===== config.mk =====
export PLATFORM = sky130hd
export DESIGN_NAME = eifv_top
export DESIGN_NICKNAME = d
export VERILOG_FILES = /design/src/eifv_pkg.sv /design/src/eifv_top.sv
export SDC_FILE = /design/constraint.sdc
export NUM_CORES = 1
export LEC_CHECK = 0
export CORE_MARGIN = 1.5
export CORE_UTILIZATION = 55
export DETAILED_ROUTE_END_ITERATION = 8
export DONT_BUFFER_PORTS = 1
export GPL_ROUTABILITY_DRIVEN = 0
export PLACE_DENSITY_LB_ADDON = 0.12
export SYNTH_ARGS = -nofsm -noshare
export SYNTH_HDL_FRONTEND = slang
export SYNTH_SLANG_ARGS = --single-unit

===== constraint.sdc =====
create_clock -name clk_sys -period 1.8 [get_ports clk_sys]
set_input_delay 0.18 -clock clk_sys [delete_from_list [all_inputs] [get_ports clk_sys]]
set_output_delay 0.18 -clock clk_sys [all_outputs]
set_load 0.05 [all_outputs]

===== src/eifv_pkg.sv =====
// Constants and carrier types for the external pin interrupt flag block
package eifv_pkg;
   localparam logic [8:0] EIFV_FLAGS_DATA_OFS = 9'h03C;
   localparam logic [8:0] EIFV_IO_BIAS = 9'h020;
   localparam logic [8:0] EIFV_FLAGS_IO_OFS = EIFV_FLAGS_DATA_OFS - EIFV_IO_BIAS;
   localparam int EIFV_FLAG0_BIT = 0;
   localparam int EIFV_FLAG1_BIT = 1;
   localparam logic [7:0] EIFV_FLAGS_RESET = 8'h00;
   localparam logic [5:0] EIFV_VEC_RESET = 6'h00;
   localparam logic [5:0] EIFV_VEC_PIN0 = 6'h01;
   localparam logic [5:0] EIFV_VEC_PIN1 = 6'h02;
   localparam logic [5:0] EIFV_VEC_LAST = 6'h15;

   typedef enum logic [1:0] {
      EIFV_SENSE_LOW,
      EIFV_SENSE_ANY,
      EIFV_SENSE_FALL,
      EIFV_SENSE_RISE
   } eifv_sense_t;

   typedef struct packed {
      logic rd;
      logic wr;
      logic io_space;
      logic [8:0] addr;
      logic [7:0] wdata;
   } eifv_bus_t;

   typedef struct packed {
      logic [1:0] sync1;
      logic [1:0] sync2;
      logic [1:0] prev;
      logic [1:0] flags;
      logic irq_req;
      logic [5:0] vec;
      logic [7:0] rdata;
   } eifv_state_t;
endpackage : eifv_pkg


===== src/eifv_top.sv =====
// External pin interrupt flags, W1C flag register and vector request to the core
// How it works
// - Vectors in fixed order: reset 0x000, pin 0 0x001, pin 1 0x002, last 0x015.
// - Flag register: pin 1 flag bit 1, pin 0 flag bit 0, reset zero.
// - A qualifying edge or change on a pin sets that pin's flag.
// - Vector requested only while global enable and the pin's mask are set.
// - Entering the service routine through the vector clears that flag.
// - Writing one clears a flag; writing zero leaves it unchanged.
// - A pin in level-sense mode keeps its flag cleared.
// - Register answers at data offset 0x3C and at I/O offset 0x1C.
module eifv_top
   import eifv_pkg::*;
(
   input wire logic clk_sys, // 50 MHz system clock
   input wire logic reset_n, // Asynchronous reset, active low
   input wire logic clk_en, // Freezes all state while low
   input wire logic [1:0] pin_irq, // External interrupt pins, asynchronous
   input eifv_sense_t sense_mode [2], // Sense control per pin
   input wire logic [1:0] pin_irq_mask_reg, // Per-pin interrupt mask
   input wire logic global_int_en, // Global enable bit of core_status_reg
   input eifv_bus_t bus, // Load/store and in/out access
   input wire logic vec_ack, // Core entered the vector on irq_vector
   output logic [7:0] reg_rdata, // Read data, valid the cycle after rd
   output logic irq_req, // Vectored interrupt request
   output logic [5:0] irq_vector // Vector slot of the request
);
   eifv_state_t st_r;
   eifv_state_t st_nxt;
   logic [1:0] set_ev;
   logic [1:0] level_on;
   logic [1:0] lvl_req;
   logic hit;

   assign hit = bus.io_space ? (bus.addr == EIFV_FLAGS_IO_OFS) : (bus.addr == EIFV_FLAGS_DATA_OFS);

   // Edge qualification looks only at the second synchroniser stage
   genvar gi;
   generate
      for (gi = 0; gi < 2; gi++) begin : g_pin
         // Continuous assigns, so that each bit of the shared vectors has a single clean driver
         assign level_on[gi] = (sense_mode[gi] == EIFV_SENSE_LOW);
         assign lvl_req[gi] = level_on[gi] & ~st_r.sync2[gi];
         assign set_ev[gi] = (sense_mode[gi] == EIFV_SENSE_ANY) ? (st_r.sync2[gi] ^ st_r.prev[gi]) :
                             (sense_mode[gi] == EIFV_SENSE_FALL) ? (st_r.prev[gi] & ~st_r.sync2[gi]) :
                             (sense_mode[gi] == EIFV_SENSE_RISE) ? (~st_r.prev[gi] & st_r.sync2[gi]) :
                             1'b0;
      end
   endgenerate

   always_comb begin
      logic [1:0] clr;
      logic [1:0] pend;
      clr = 2'b00;
      pend = 2'b00;
      st_nxt = st_r;
      st_nxt.sync1 = pin_irq;
      st_nxt.sync2 = st_r.sync1;
      st_nxt.prev = st_r.sync2;
      if (bus.wr && hit) begin
         clr = bus.wdata[1:0];
      end
      if (vec_ack && st_r.irq_req) begin
         if (st_r.vec == EIFV_VEC_PIN0) begin
            clr[EIFV_FLAG0_BIT] = 1'b1;
         end else begin
            clr[EIFV_FLAG1_BIT] = 1'b1;
         end
      end
      // A new edge in the clearing cycle survives the clear
      st_nxt.flags = ((st_r.flags & ~clr) | set_ev) & ~level_on;
      pend = (st_nxt.flags | lvl_req) & pin_irq_mask_reg;
      st_nxt.irq_req = global_int_en & (|pend);
      // Pin 0 has the lower slot and so the higher priority
      st_nxt.vec = pend[0] ? EIFV_VEC_PIN0 : (pend[1] ? EIFV_VEC_PIN1 : EIFV_VEC_RESET);
      if (bus.rd && hit) begin
         st_nxt.rdata = {6'h00, st_r.flags};
      end
   end

   always_ff @(posedge clk_sys or negedge reset_n) begin
      if (!reset_n) begin
         st_r <= '{sync1: 2'h0, sync2: 2'h0, prev: 2'h0, flags: EIFV_FLAGS_RESET[1:0], irq_req: 1'b0,
                   vec: EIFV_VEC_RESET, rdata: 8'h00};
      end else if (clk_en) begin
         st_r <= st_nxt;
      end
   end

   assign reg_rdata = st_r.rdata;
   assign irq_req = st_r.irq_req;
   assign irq_vector = st_r.vec;
endmodule : eifv_top


; After elaboration in Yosys (flattened, before gate mapping)
; Cells that the tools add are included.
; W data, S select, Z words.
[totals]
wordCells = 56
register_bits = 17
[classes]
reduce_logical = 7
eq_ne = 9
muxes = 13
bitwise_logic = 20
[ops]
columns = op, n
row1 = $eq A9 B5 Y1 const B, 1
row2 = $eq A9 B6 Y1 const B, 1
row3 = $mux W1, 9
row4 = $eq A2 B2 Y1 const B, 4
row5 = $mux W2, 4
row6 = $and A1 B1 Y1, 7
row7 = $and A2 B2 Y2, 3
row8 = $eq A6 B1 Y1 const B, 1
row9 = $eq A2 B1 Y1 const B, 2
row10 = $logic_not A2 Y1, 2
row11 = $not A1 Y1, 4
row12 = $not A2 Y2, 2
row13 = $or A2 B2 Y2, 2
row14 = $logic_and A1 B1 Y1, 3
row15 = $reduce_and A2 Y1, 1
row16 = $reduce_or A2 Y1, 1
row17 = $xor A1 B1 Y1, 2

; Depth between registers and ports, before layout
; Gate-level depths: netlist of the first run.
[depth]
depth_word = 14
mapped_depth = 7

; Least setup slack after synthesis of the first run
; No wires, ideal clock.
[synth_path]
path_type = in2reg
start = input bus[9] (netlist bit)
end = register st_r, in the netlist irq_req
t_required_ns = 1.669
arrival_time_ns = 1.421
setup_ns = 0.131
slack_ns = 0.248
stages = 5
cell_sequence = or4b_4 nor4_4 o22ai_1 a211oi_2 o22ai_1
[synth_via]
elab_chain_cells = 14
elab_cells_between_ends = 16
cone_classes = 2 x eq/ne / 5 x mux / 7 x bitwise / 2 x reduce/logical
[synth_rtl]
columns = element, line_no
row1 = from (decl), eifv_top.sv:21  ; input eifv_bus_t bus,
row2 = $eq A9 B6 Y1 / $eq A9 B5 Y1 (equally long branches), eifv_top.sv:34  ; assign hit = bus.io_space ? (bus.addr == EIFV_FLAGS_IO_OFS) : (bus.addr == EIFV_FLAGS_DATA_OFS);
row3 = $mux W1 (*), eifv_top.sv:34
row4 = $logic_and A1 B1 Y1 (*), eifv_top.sv:59  ; if (bus.wr && hit) begin
row5 = $mux W2 (*), eifv_top.sv:59
row6 = $mux W1, eifv_top.sv:63  ; if (st_r.vec == EIFV_VEC_PIN0) begin
row7 = $mux W2 (*), eifv_top.sv:62  ; if (vec_ack && st_r.irq_req) begin
row8 = $not A2 Y2 (*), eifv_top.sv:70  ; st_nxt.flags = ((st_r.flags & ~clr) | set_ev) & ~level_on;
row9 = $and A2 B2 Y2 (*), eifv_top.sv:70
row10 = $or A2 B2 Y2 (*), eifv_top.sv:70
row11 = $and A2 B2 Y2 (*), eifv_top.sv:70
row12 = $or A2 B2 Y2 (*), eifv_top.sv:71  ; pend = (st_nxt.flags | lvl_req) & pin_irq_mask_reg;
row13 = $and A2 B2 Y2 (*), eifv_top.sv:71
row14 = $reduce_or A2 Y1 (*), eifv_top.sv:72  ; st_nxt.irq_req = global_int_en & (|pend);
row15 = $and A1 B1 Y1 (*), eifv_top.sv:72
row16 = to (signal assigned), eifv_top.sv:82  ; st_r <= '{sync1: 2'h0, sync2: 2'h0, prev: 2'h0, flags: EIFV_FLAGS_RESET[1:0], irq_req: 1'b0,
row17 = to (signal assigned), eifv_top.sv:85  ; st_r <= st_nxt;
row18 = to (decl), eifv_top.sv:27  ; eifv_state_t st_r;
; Every way passes the cells marked *; elsewhere a longest branch is shown, timed or not.
; A chain may end at the register's enable or synchronous reset.

; Worst setup path in the final report of the first run
[layout_path]
start = register st_r[17] (netlist bit)
end = register st_r, in the netlist irq_vector[1]
[layout_via]
elab_chain_cells = 10
elab_cells_between_ends = 12
cone_classes = 4 x mux / 8 x bitwise
[layout_rtl]
columns = element, line_no
row1 = $not A1 Y1, eifv_top.sv:45  ; (sense_mode[gi] == EIFV_SENSE_RISE) ? (~st_r.prev[gi] & st_r.sync2[gi]) :
row2 = $and A1 B1 Y1, eifv_top.sv:45
row3 = $mux W1, eifv_top.sv:45
row4 = $mux W1, eifv_top.sv:44  ; (sense_mode[gi] == EIFV_SENSE_FALL) ? (st_r.prev[gi] & ~st_r.sync2[gi]) :
row5 = $mux W1 (*), eifv_top.sv:43  ; assign set_ev[gi] = (sense_mode[gi] == EIFV_SENSE_ANY) ? (st_r.sync2[gi] ^ st_r.prev[gi]) :
row6 = $or A2 B2 Y2 (*), eifv_top.sv:70
row7 = $and A2 B2 Y2 (*), eifv_top.sv:70
row8 = $or A2 B2 Y2 (*), eifv_top.sv:71
row9 = $and A2 B2 Y2 (*), eifv_top.sv:71
row10 = $mux W2 (*), eifv_top.sv:74  ; st_nxt.vec = pend[0] ? EIFV_VEC_PIN0 : (pend[1] ? EIFV_VEC_PIN1 : EIFV_VEC_RESET);
; Marked as above.

==> results of run 1 <==
[metrics by stage]
stage	util (%)	instance area [um2]	hold slack, ns	std cells	setup WS [ns]
after CTS	60.1	916	0.00892	117	0.150
after global routing	60.1	916	0.0165	117	0.0301
after floorplan	-	938	-0.116	108	0.248
final	60.1	916	0.0165	117	0.158
after global placement	57.0	868	-0.115	111	0.176
after detailed placement	57.0	868	-0.115	111	0.160
[layout make-up]
cell class	count	area (um2)	share of cell area, %
timing repair buffer	5	42.5	4.64
clock inverter	1	5.00	0.546
sequential	13	325	35.5
inverter	8	30.0	3.28
tap	16	20.0	2.19
multi-input combinational	71	470	51.4
clock buffer	3	22.5	2.46
[power groups by stage]
stage | combinational [mW] | clock, mW | sequential (mW)
floorplan | 0.226 | 0 | 0.361
global placement | 0.237 | 0 | 0.353
detailed placement | 0.240 | 0 | 0.355
CTS | 0.253 | 0.191 | 0.349
global route | 0.279 | 0.203 | 0.354
finish | 0.251 | 0.184 | 0.349
[critical path, cell delays in order, from the launching register on]
cell     delay [ns]
dfrtp_1        0.36
inv_1          0.06
ha_1           0.28
or2_2          0.31
a31oi_1        0.19
o21ai_1        0.12
a31o_1         0.22
[cells by family after synthesis]
| group | share of synthesized area [%] |
|---|---|
| muxes | 2.49 |
| xor gates and xnor gates | 0.968 |
| AOI/OAI and AO/OA | 20.2 |
| adders and majority gates | 5.53 |
| and+or+nand+nor | 18.7 |
| buffers and inverters | 15.8 |
| DFF | 36.0 |
| other | 0.415 |
[cell usage in the layout, fill, tap and decap left out, types with 2 or more instances in the layout]
| cell | netlist | routed |
|---|---|---|
| a21oi_1 | 3 | 3 |
| a31oi_1 | 3 | 3 |
| and2_1 | 2 | 2 |
| buf_4 | 14 | 3 |
| clkbuf_4 | 0 | 3 |
| conb_1 | 1 | 10 |
| dfrtp_1 | 13 | 13 |
| dlygate4sd3_1 | 0 | 2 |
| ha_1 | 4 | 4 |
| inv_1 | 8 | 8 |
| mux2_2 | 2 | 2 |
| nand2_1 | 11 | 11 |
| nor2_1 | 2 | 2 |
| nor2b_1 | 2 | 2 |
| o21ai_0 | 5 | 5 |
| o21ai_1 | 5 | 5 |
| o22ai_1 | 3 | 3 |
[flip-flops by register name (all words and copies together) (netlist names)]
register	cells
st_nxt	4
reg_rdata	2
irq_req	1
irq_vector	2
st_r	4
[per-layer routing]
metal | GRT usage, % | vias to the layer above | routed length [um] | part of all wire [%]
li1 | - | 326 | - | -
met1 | 22.2 | 298 | 679 | 44
met2 | 31.2 | 21 | 755 | 49
met3 | 7.08 | 4 | 92 | 6.0
met4 | 7.27 | 0 | 17 | 1.1
met5 | 0 | - | 0 | 0
[worst max-delay path by stage]
stage                     startpoint  cells after the start  slack (ns)             to
final                       st_r[17]                      6        0.16  irq_vector[1]
after global routing        st_r[17]                      6        0.03  irq_vector[1]
after CTS                   st_r[17]                      6        0.15  irq_vector[1]
after detailed placement      bus[9]                      5        0.16        irq_req
after global placement      st_r[17]                      6        0.18  irq_vector[1]
after floorplan               bus[9]                      5        0.25        irq_req
[what timing repair did]
item                       4_1_cts  5_1_grt
setup endpoints to repair        0        0
hold buffers                     2        0
hold endpoints to repair        21        0
gates resized for setup          0        0
==> impl_results.md, run 1 <==
- Outcome: finished clean
- Hold depth: 2
- Clock Sink Count: 13
- Slew Limit Fails: 0
- Synth-to-Final Area Change: 1.24%
- First-pass detailed-route iteration total: 3
- Reg-to-reg endpoint: irq_vector[1]
- Fraction of layout cells with a size suffix above 1: 16.8%
- Post-synth top area share: 36.0%
- Via/cell ratio: 5.55
- Final Hold Vio Count: 0
- Syn avg cell area: 9.14 um2
- Crit Reg-Reg Startpoint: st_r[17]
- Post-synthesis cell area: 905 um2
- Starting Density: 59.4%
- Antenna Nets Post-Route: 0
- Clock slew at reported path FFs: 0.09 ns
- First-pass GRT wire length: 2600 um
- Synth Instances: 99
- Sw Ratio: 37.0%
- Pwr dens: 855 nW/um2
- Count leader, synth: buf_4
- Core area: 1520 um2
- Flip-flop and latch count after synthesis: 13
- GRT overflow: 0
- Cts bufs inserted: 3
- CTS tree: built
- Slew @ Worst Pin: 0.579 ns
- Seq pwr share: 44.5%
- Crit Path Max Fanout: 2
- Clock latency on the worst-skew pair: 0.28 ns
- Worst endpoint required time: 1.98 ns
- Top FF cell, synth: dfrtp_1
- CP endpoint kind: register
- Max Cap Viol: 0
- Row count: 14
- Setup TNS Final: 0 ns
- Relative slew slack: 61.3%
- CTS Buffer Depth: 2
- Die area: 1900 um2
- Reg2Reg Setup Slack: 0.16 ns
- Drt drc: 0
- WL per Instance: 13.2 um
- DR vias: 649
- Psw: 290 uW
- Die W: 43.6 um
- Post-DP HPWL: 1170 um
- Leak pwr: 0.409 nW
- Iteration-0 DRC Markers: 3
- Die Y-Extent: 43.6 um
- N_diodes: 0
- H-tree depth: 1
- Min cycle time layout: 1.64 ns
- Synth area leaders: dfrtp_1 (36%), buf_4 (12%), ha_1 (5.5%)
- Yosys warns: 0
- EDFF count, synth: 0
- Nets: 139
- CTS Root Cell: clkbuf_4
- Total GRT Usage: 18.9%
- Crit Path Class: register to register
- Worst hold path type: input pin to register
- FMAX: 609 MHz
- Filler instances: 138
- Worst reg2reg path depth: 6
- Register area share after synthesis: 36.0%
- Cell Int Power: 493 uW
- Worst path arrival time: 1.82 ns
- Setup repair bufs after CTS: 0
- Synth cell types: 35
- Pwr Total: 783 uW
- Most frequent cells after synthesis: buf_4 (14), dfrtp_1 (13), nand2_1 (11), inv_1 (8)
- Initial antenna violation count: 0
- Async S/R FF share, synth: 100%
- Final wirelength: 1550 um
- Hold path start: clk_en
- RSZ-0062 raised after global routing: false
- CP startpoint kind: register
- PortBufs: 0
- Vias in the first global route: 624
- Hold worst-path end: st_nxt[18]
- I/O pin count: 48
- Clock power share: 23.5%
- Final setup fails: 0
- Period utilization: 91.2%
- Area leader, netlist: dfrtp_1
- Largest net degree at the start of global routing: 15
- Comb power frac: 32.0%
- Worst clock skew: 0.00710 ns
- Peak VDD IR: 0.000559 V
No activity file was read; power rests on OpenSTA's default activity.
==> inputs of run 2 (changes only) <==
- CORE_UTILIZATION: 55 -> 46
- PLACE_DENSITY: default -> 0.71
- PLACE_DENSITY_LB_ADDON: 0.12 -> default
==> run 2 against run 1 <==
  * Maximum frequency about the same
  * Clock power decreased by 3%
  * Non-clock buffer count unchanged
  * Routed wire length increased by 4.1%
  * Final cell count increased by 7.7%
  * Critical path type unchanged
  * Critical endpoint unchanged
  * Largest cell class unchanged
==> impl_results.md, run 2 (synthesis results as in run 1) <==
- Outcome: finished clean
- Worst hold slack: 0.0127 ns (-0.00376 ns)
- Cts bufs inserted: 3 (unchanged)
- RSZ-0062 raised after global routing: false
- Final cell count without fillers: 126 (+7.7%)
- Worst clock skew: 0.00378 ns (-0.00332 ns)
- Setup repair bufs after CTS: 0 (unchanged)
- Worst hold path type: input pin to register
- FF+latch area: 325 um2 (unchanged)
- Synth-to-Final Area Change: 2.35%
- Worst endpoint required time: 1.97 ns (about the same)
- Post_cts resized: 0 (unchanged)
- Setup TNS Final: 0 ns (unchanged)
- GRT overflow: 0 (unchanged)
- WL per Instance: 12.8 um (-3.3%)
- Core area: 1780 um2 (+17%)
- CP endpoint kind: register
- Crit Path Class: register to register
- Row count: 15 (+1)
- Final Hold Vio Count: 0 (unchanged)
- Pwr dens: 842 nW/um2 (-1.6%)
- I/O pin count: 48 (unchanged)
- DP Cell Count: 120 (+8.1%)
- DR vias: 654 (+0.77%)
- Via/cell ratio: 5.19 (-6.4%)
- Relative slew slack: 61.7% (+0.43 points)
- Min cycle time layout: 1.64 ns (+0.000748 ns)
- Clock slew at reported path FFs: 0.08 ns (about the same)
- First-pass detailed-route iteration total: 3 (unchanged)
- Iteration-0 DRC Markers: 4 (+1)
- Comb power frac: 32.2% (+0.2 points)
- Seq pwr share: 44.9% (+0.4 points)
- Die Y-Extent: 47.3 um (+8.7%)
- Post-DP HPWL: 1290 um (+9.8%)
- FMAX: 609 MHz (about the same)
- Cell Int Power: 497 uW (+0.79%)
- Die area: 2240 um2 (+18%)
- First-pass GRT wire length: 2390 um (-8.0%)
- PortBufs: 0 (unchanged)
- Leak pwr: 0.406 nW (-0.67%)
- N_diodes: 0 (unchanged)
- CTS tree: built
- Vias in the first global route: 570 (-8.7%)
- Final wirelength: 1610 um (+4.1%)
- Sw Ratio: 36.2% (-0.83 points)
- Multi-input gate area: 470 um2 (unchanged)
- Clock latency on the worst-skew pair: 0.28 ns (about the same)
- Max Cap Viol: 0 (unchanged)
- Slew @ Worst Pin: 0.572 ns (-0.00639 ns)
- Final setup fails: 0 (unchanged)
- Peak VDD IR: 0.000593 V (+6.0%)
- Total GRT Usage: 15.8% (-3.1 points)
- Fraction of layout cells with a size suffix above 1: 15.8% (-0.99 points)
- Clock power share: 22.9% (-0.6 points)
- Initial antenna violation count: 0 (unchanged)
- Period utilization: 91.2% (about the same)
- Antenna Nets Post-Route: 0 (unchanged)
- Starting Density: 50.7% (-8.6 points)
- Worst path arrival time: 1.81 ns (about the same)
- Psw: 282 uW (-2.8%)
- Die W: 47.3 um (+8.7%)
- CTS Root Cell: clkbuf_4
- Nets: 139 (unchanged)
- Slew Limit Fails: 0 (unchanged)
- Clock Sink Count: 13 (unchanged)
- Filler instances: 179 (+30%)
- CP startpoint kind: register
- Largest net degree at the start of global routing: 16 (+1)
- Drt drc: 0 (unchanged)
- Commonest non-fill, non-tap cell in the layout: dfrtp_1
- Commonest cells after routing, fill and taps aside: dfrtp_1 (13), nand2_1 (11), conb_1 (10)
- Hold-fix buffer count after cts: 2 (unchanged)
- H-tree depth: 1 (unchanged)
- Crit Path Max Fanout: 2 (unchanged)
- CTS Buffer Depth: 2 (unchanged)
[run 2: cell count changes in the layout (fill, tap and decap cells not counted), sizes merged]
| cell | before | now |
|---|---|---|
| clkbuf | 3 | 4 |
| clkinv | 1 | 0 |
[run 2: cell type report]
| cell class | instances | share of cell area [%] |
|---|---|---|
| repair buffers | 5 | 4.59 |
| well taps | 25 | 3.38 |
| flip-flops and latches | 13 | 35.1 |
| inverters | 8 | 3.24 |
| clock buffers | 4 | 2.84 |
| multi-input cells | 71 | 50.8 |
[run 2: critical path, stage by stage (launching register included)]
cell and delay (ns):
dfrtp_1 0.35, inv_1 0.06, ha_1 0.28, or2_2 0.30, a31oi_1 0.21, o21ai_1 0.13, a31o_1 0.22
[run 2: per-stage QoR]
step                total power, mW  instance area, um2  utilization, %  setup WS, ns
floorplan                     0.587                 938               -         0.248
global placement              0.589                 880            49.3         0.180
detailed placement            0.597                 880            49.3         0.171
CTS                           0.792                 926            51.9         0.149
global route                  0.830                 926            51.9        0.0601
finish                        0.779                 926            51.9         0.158
[run 2: layer usage]
layer	track usage, %	routed length (um)
met1	17.9	643
met2	27.0	854
met3	6.15	107
met4	5.00	4
met5	0	0
[run 2: path summary, 6_finish.rpt]
path / from / end / slack (ns) / cells past startpoint
max: st_r[17] / irq_vector[1] / 0.16 / 6
min: clk_en / st_r[17] / 0.01 / 1
max reg2reg: st_r[17] / irq_vector[1] / 0.16 / 6
min reg2reg: st_nxt[19] / st_nxt[17] / 0.48 / 2
max in group asynchronous: reset_n / st_nxt[18] / 1.09 / 1
min in group asynchronous: reset_n / st_r[15] / 0.33 / 1
[run 2: power by group through the flow]
stage / combinational [mW] / clock (mW) / sequential (mW)
2_1_floorplan: 0.226 / 0 / 0.361
3_3_place_gp: 0.236 / 0 / 0.353
3_5_place_dp: 0.241 / 0 / 0.356
4_1_cts: 0.254 / 0.189 / 0.350
5_1_grt: 0.278 / 0.197 / 0.355
6_report: 0.251 / 0.178 / 0.350
==> inputs of run 3 (changes only) <==
- ABC_AREA: default -> 1
==> run 3 against run 2 <==
  * Worst hold slack got worse by 0.0053 ns
  * First-iteration DRC count increased by 75%
  * Via count increased by 11%
  * Sequential power about the same
  * Register-to-register slack improved by 0.24 ns
  * Power decreased by 1.5%
  * Critical endpoint unchanged
  * Largest power group unchanged
  * Highest routed layer unchanged
==> impl_results.md, run 3 <==
- CTS Root Cell: clkbuf_4
- Die Y-Extent: 47.6 um (+0.45%)
- Max Used Layer: met4
- CP dominant cell by count: nand2_1
- Final core utilization: 51.8% (-0.12 points)
- RSZ-0062 raised after global routing: false
- Clock Sink Count: 13 (unchanged)
- Outcome: finished clean
- Crit Path Max Fanout: 2 (unchanged)
- Synth Instances: 121 (+22%)
- Worst path arrival time: 1.63 ns (-0.18 ns)
- First-pass GRT wire length: 2370 um (-1.2%)
- CP endpoint kind: register
- Placed cell area: 887 um2 (+0.85%)
- FMAX: 711 MHz (+17%)
- CTS Buffer Depth: 2 (unchanged)
- Worst hold path type: input pin to register
- Synth area leaders: dfrtp_1 (36%), nand2_1 (14%), buf_4 (12%)
- Starting Density: 50.7% (about the same)
- Final setup fails: 0 (unchanged)
- Cell Int Power: 480 uW (-3.5%)
- Hold path start: clk_en
- Setup TNS Final: 0 ns (unchanged)
- Async S/R FF share, synth: 100% (unchanged)
- Top FF cell, synth: dfrtp_1
- Most frequent cells after synthesis: nand2_1 (34), inv_1 (16), buf_4 (14), dfrtp_1 (13), nor2_1 (9)
- Clock power share: 23.9% (+1.0 points)
- Max Cap Viol: 0 (unchanged)
- Min cycle time layout: 1.41 ns (-0.237 ns)
- Filler instances: 188 (+5.0%)
- Psw: 288 uW (+1.9%)
- Worst clock skew: 0.000935 ns (-0.00285 ns)
- Sum of buffers and inverters on the critical path: 1 (unchanged)
- Die W: 47.6 um (+0.45%)
- CP Cell Sequence: inv_1, ha_1, o21bai_2, o221ai_2, nand3_2, nand2_1, nor2_1, nand3_1, nand2_1
- Worst path slowest cell: dfrtp_1
- Sw Ratio: 37.5% (+1.3 points)
- I/O pin count: 48 (unchanged)
- Commonest cells after routing, fill and taps aside: nand2_1 (34), inv_1 (16), dfrtp_1 (13)
- H-tree depth: 1 (unchanged)
- Pwr dens: 822 nW/um2 (-2.3%)
- CP top delay family: simple AND/OR/NAND/NOR gates
- Vias in the first global route: 658 (+15%)
- GRT overflow: 0 (unchanged)
- Initial antenna violation count: 0 (unchanged)
- Total GRT Usage: 15.3% (-0.49 points)
- Synth cell types: 23 (-34%)
- Register area share after synthesis: 35.6% (-0.34 points)
- Post-synth top area share: 35.6% (-0.34 points)
- Fraction of layout cells with a size suffix above 1: 13.8% (-2.0 points)
- Slew Limit Fails: 0 (unchanged)
- CP startpoint kind: register
- Setup repair bufs after CTS: 0 (unchanged)
- Commonest non-fill, non-tap cell in the layout: nand2_1
- Met2 routed WL: 799 um (-6.4%)
- Largest net degree at the start of global routing: 16 (unchanged)
- Met3 WL: 162 um (+51%)
- Area leader, netlist: dfrtp_1
- Post-DP HPWL: 1280 um (-0.45%)
- Slowest cell delay on critical path: 0.36 ns (about the same)
- Relative slew slack: 60.5% (-1.2 points)
- Seq pwr share: 45.6% (+0.7 points)
- N_diodes: 0 (unchanged)
- Drt drc: 0 (unchanged)
- Antenna Nets Post-Route: 0 (unchanged)
- CTS tree: built
- Core area: 1800 um2 (+1.1%)
- Period utilization: 78.1% (-13 points)
- Yosys warns: 0 (unchanged)
- Flip-flop and latch count after synthesis: 13 (unchanged)
- WL per Instance: 11.0 um (-14%)
- Synth-to-Final Area Change: 2.19%
- Peak VDD IR: 0.000359 V (-39%)
- Clock latency on the worst-skew pair: 0.28 ns (about the same)
- DRT met1 WL: 636 um (-1.1%)
- Leak pwr: 0.504 nW (+24%)
- Comb power frac: 30.5% (-1.7 points)
- EDFF count, synth: 0 (unchanged)
- First-pass detailed-route iteration total: 4 (+1)
- Pwr Total: 767 uW (-1.5%)
- PortBufs: 0 (unchanged)
- Slew @ Worst Pin: 0.590 ns (+0.0181 ns)
- Clock slew at reported path FFs: 0.08 ns (about the same)
- DR vias: 726 (+11%)
- Final Hold Vio Count: 0 (unchanged)
- Critical Path Start: st_r[18]
- Die area: 2260 um2 (+0.91%)
- Post-synthesis cell area: 913 um2 (+0.97%)
- Nets: 161 (+16%)
- Post-route cell area: 933 um2 (+0.81%)
- Crit Path Class: register to register
- Crit Reg-Reg Startpoint: st_r[18]
- DP Cell Count: 142 (+18%)
- Count leader, synth: nand2_1
- Worst endpoint required time: 2.02 ns (+0.05 ns)
- Row count: 15 (unchanged)
- Final cell count without fillers: 148 (+17%)
- Cts bufs inserted: 3 (unchanged)
- Syn avg cell area: 7.55 um2 (-17%)
- Via/cell ratio: 4.91 (-5.5%)
- Final wirelength: 1630 um (+0.99%)
- Iteration-0 DRC Markers: 7 (+3)
run 3: layout make-up:
cell class | instances | area [um2] | area share, %
timing repair buffer | 5 | 42.5 | 4.56
inverter | 17 | 63.8 | 6.84
sequential | 13 | 325 | 34.9
clock buffer | 4 | 26.3 | 2.82
tap | 25 | 31.3 | 3.35
multi-input combinational | 84 | 444 | 47.6
run 3: per-layer routing:
layer  vias up  GRT usage, %
li1        357             -
met1       327          15.8
met2        36          27.0
met3         6          6.04
met4         0          7.03
met5         -             0
run 3: final timing paths:
kind                            endpoint  slack, ns  cells after the start
hold reg to reg               st_nxt[20]       0.48                      2
min in group asynchronous        irq_req       0.34                      1
setup / recovery           irq_vector[1]       0.39                      9
max in group asynchronous       st_r[17]       1.08                      1
setup reg to reg           irq_vector[1]       0.39                      9
hold / removal                  st_r[17]      0.007                      1
run 3: logic make-up (layout without fill, tap and decap cells):
group | count (synthesis) | count (layout) | synth area share (%)
adders and majority gates | 4 | 4 | 5.48
buffers and inverters | 33 | 26 | 19.5
AOI/OAI and AO/OA | 12 | 12 | 8.90
muxes | 2 | 2 | 2.47
DFF | 13 | 13 | 35.6
other | 1 | 10 | 0.411
and+or+nand+nor | 56 | 56 | 27.7
run 3: power by group through the flow:
stage,registers [mW],logic (mW),clock network (mW)
global placement,0.354,0.220,0
CTS,0.349,0.237,0.191
detailed placement,0.355,0.225,0
global route,0.353,0.260,0.202
floorplan,0.359,0.212,0
finish,0.349,0.234,0.184
run 3: per-stage QoR:
step	setup WS (ns)	hold slack [ns]
5_1_grt	0.241	0.00731
3_3_place_gp	0.410	-0.115
4_1_cts	0.375	0.00423
3_5_place_dp	0.394	-0.115
2_1_floorplan	0.491	-0.116
6_report	0.394	0.00738
run 3: timing repair:
action | 4_1_cts | 5_1_grt
hold endpoints to repair | 17 | 0
resized for setup | 0 | 0
hold buffers | 2 | 0
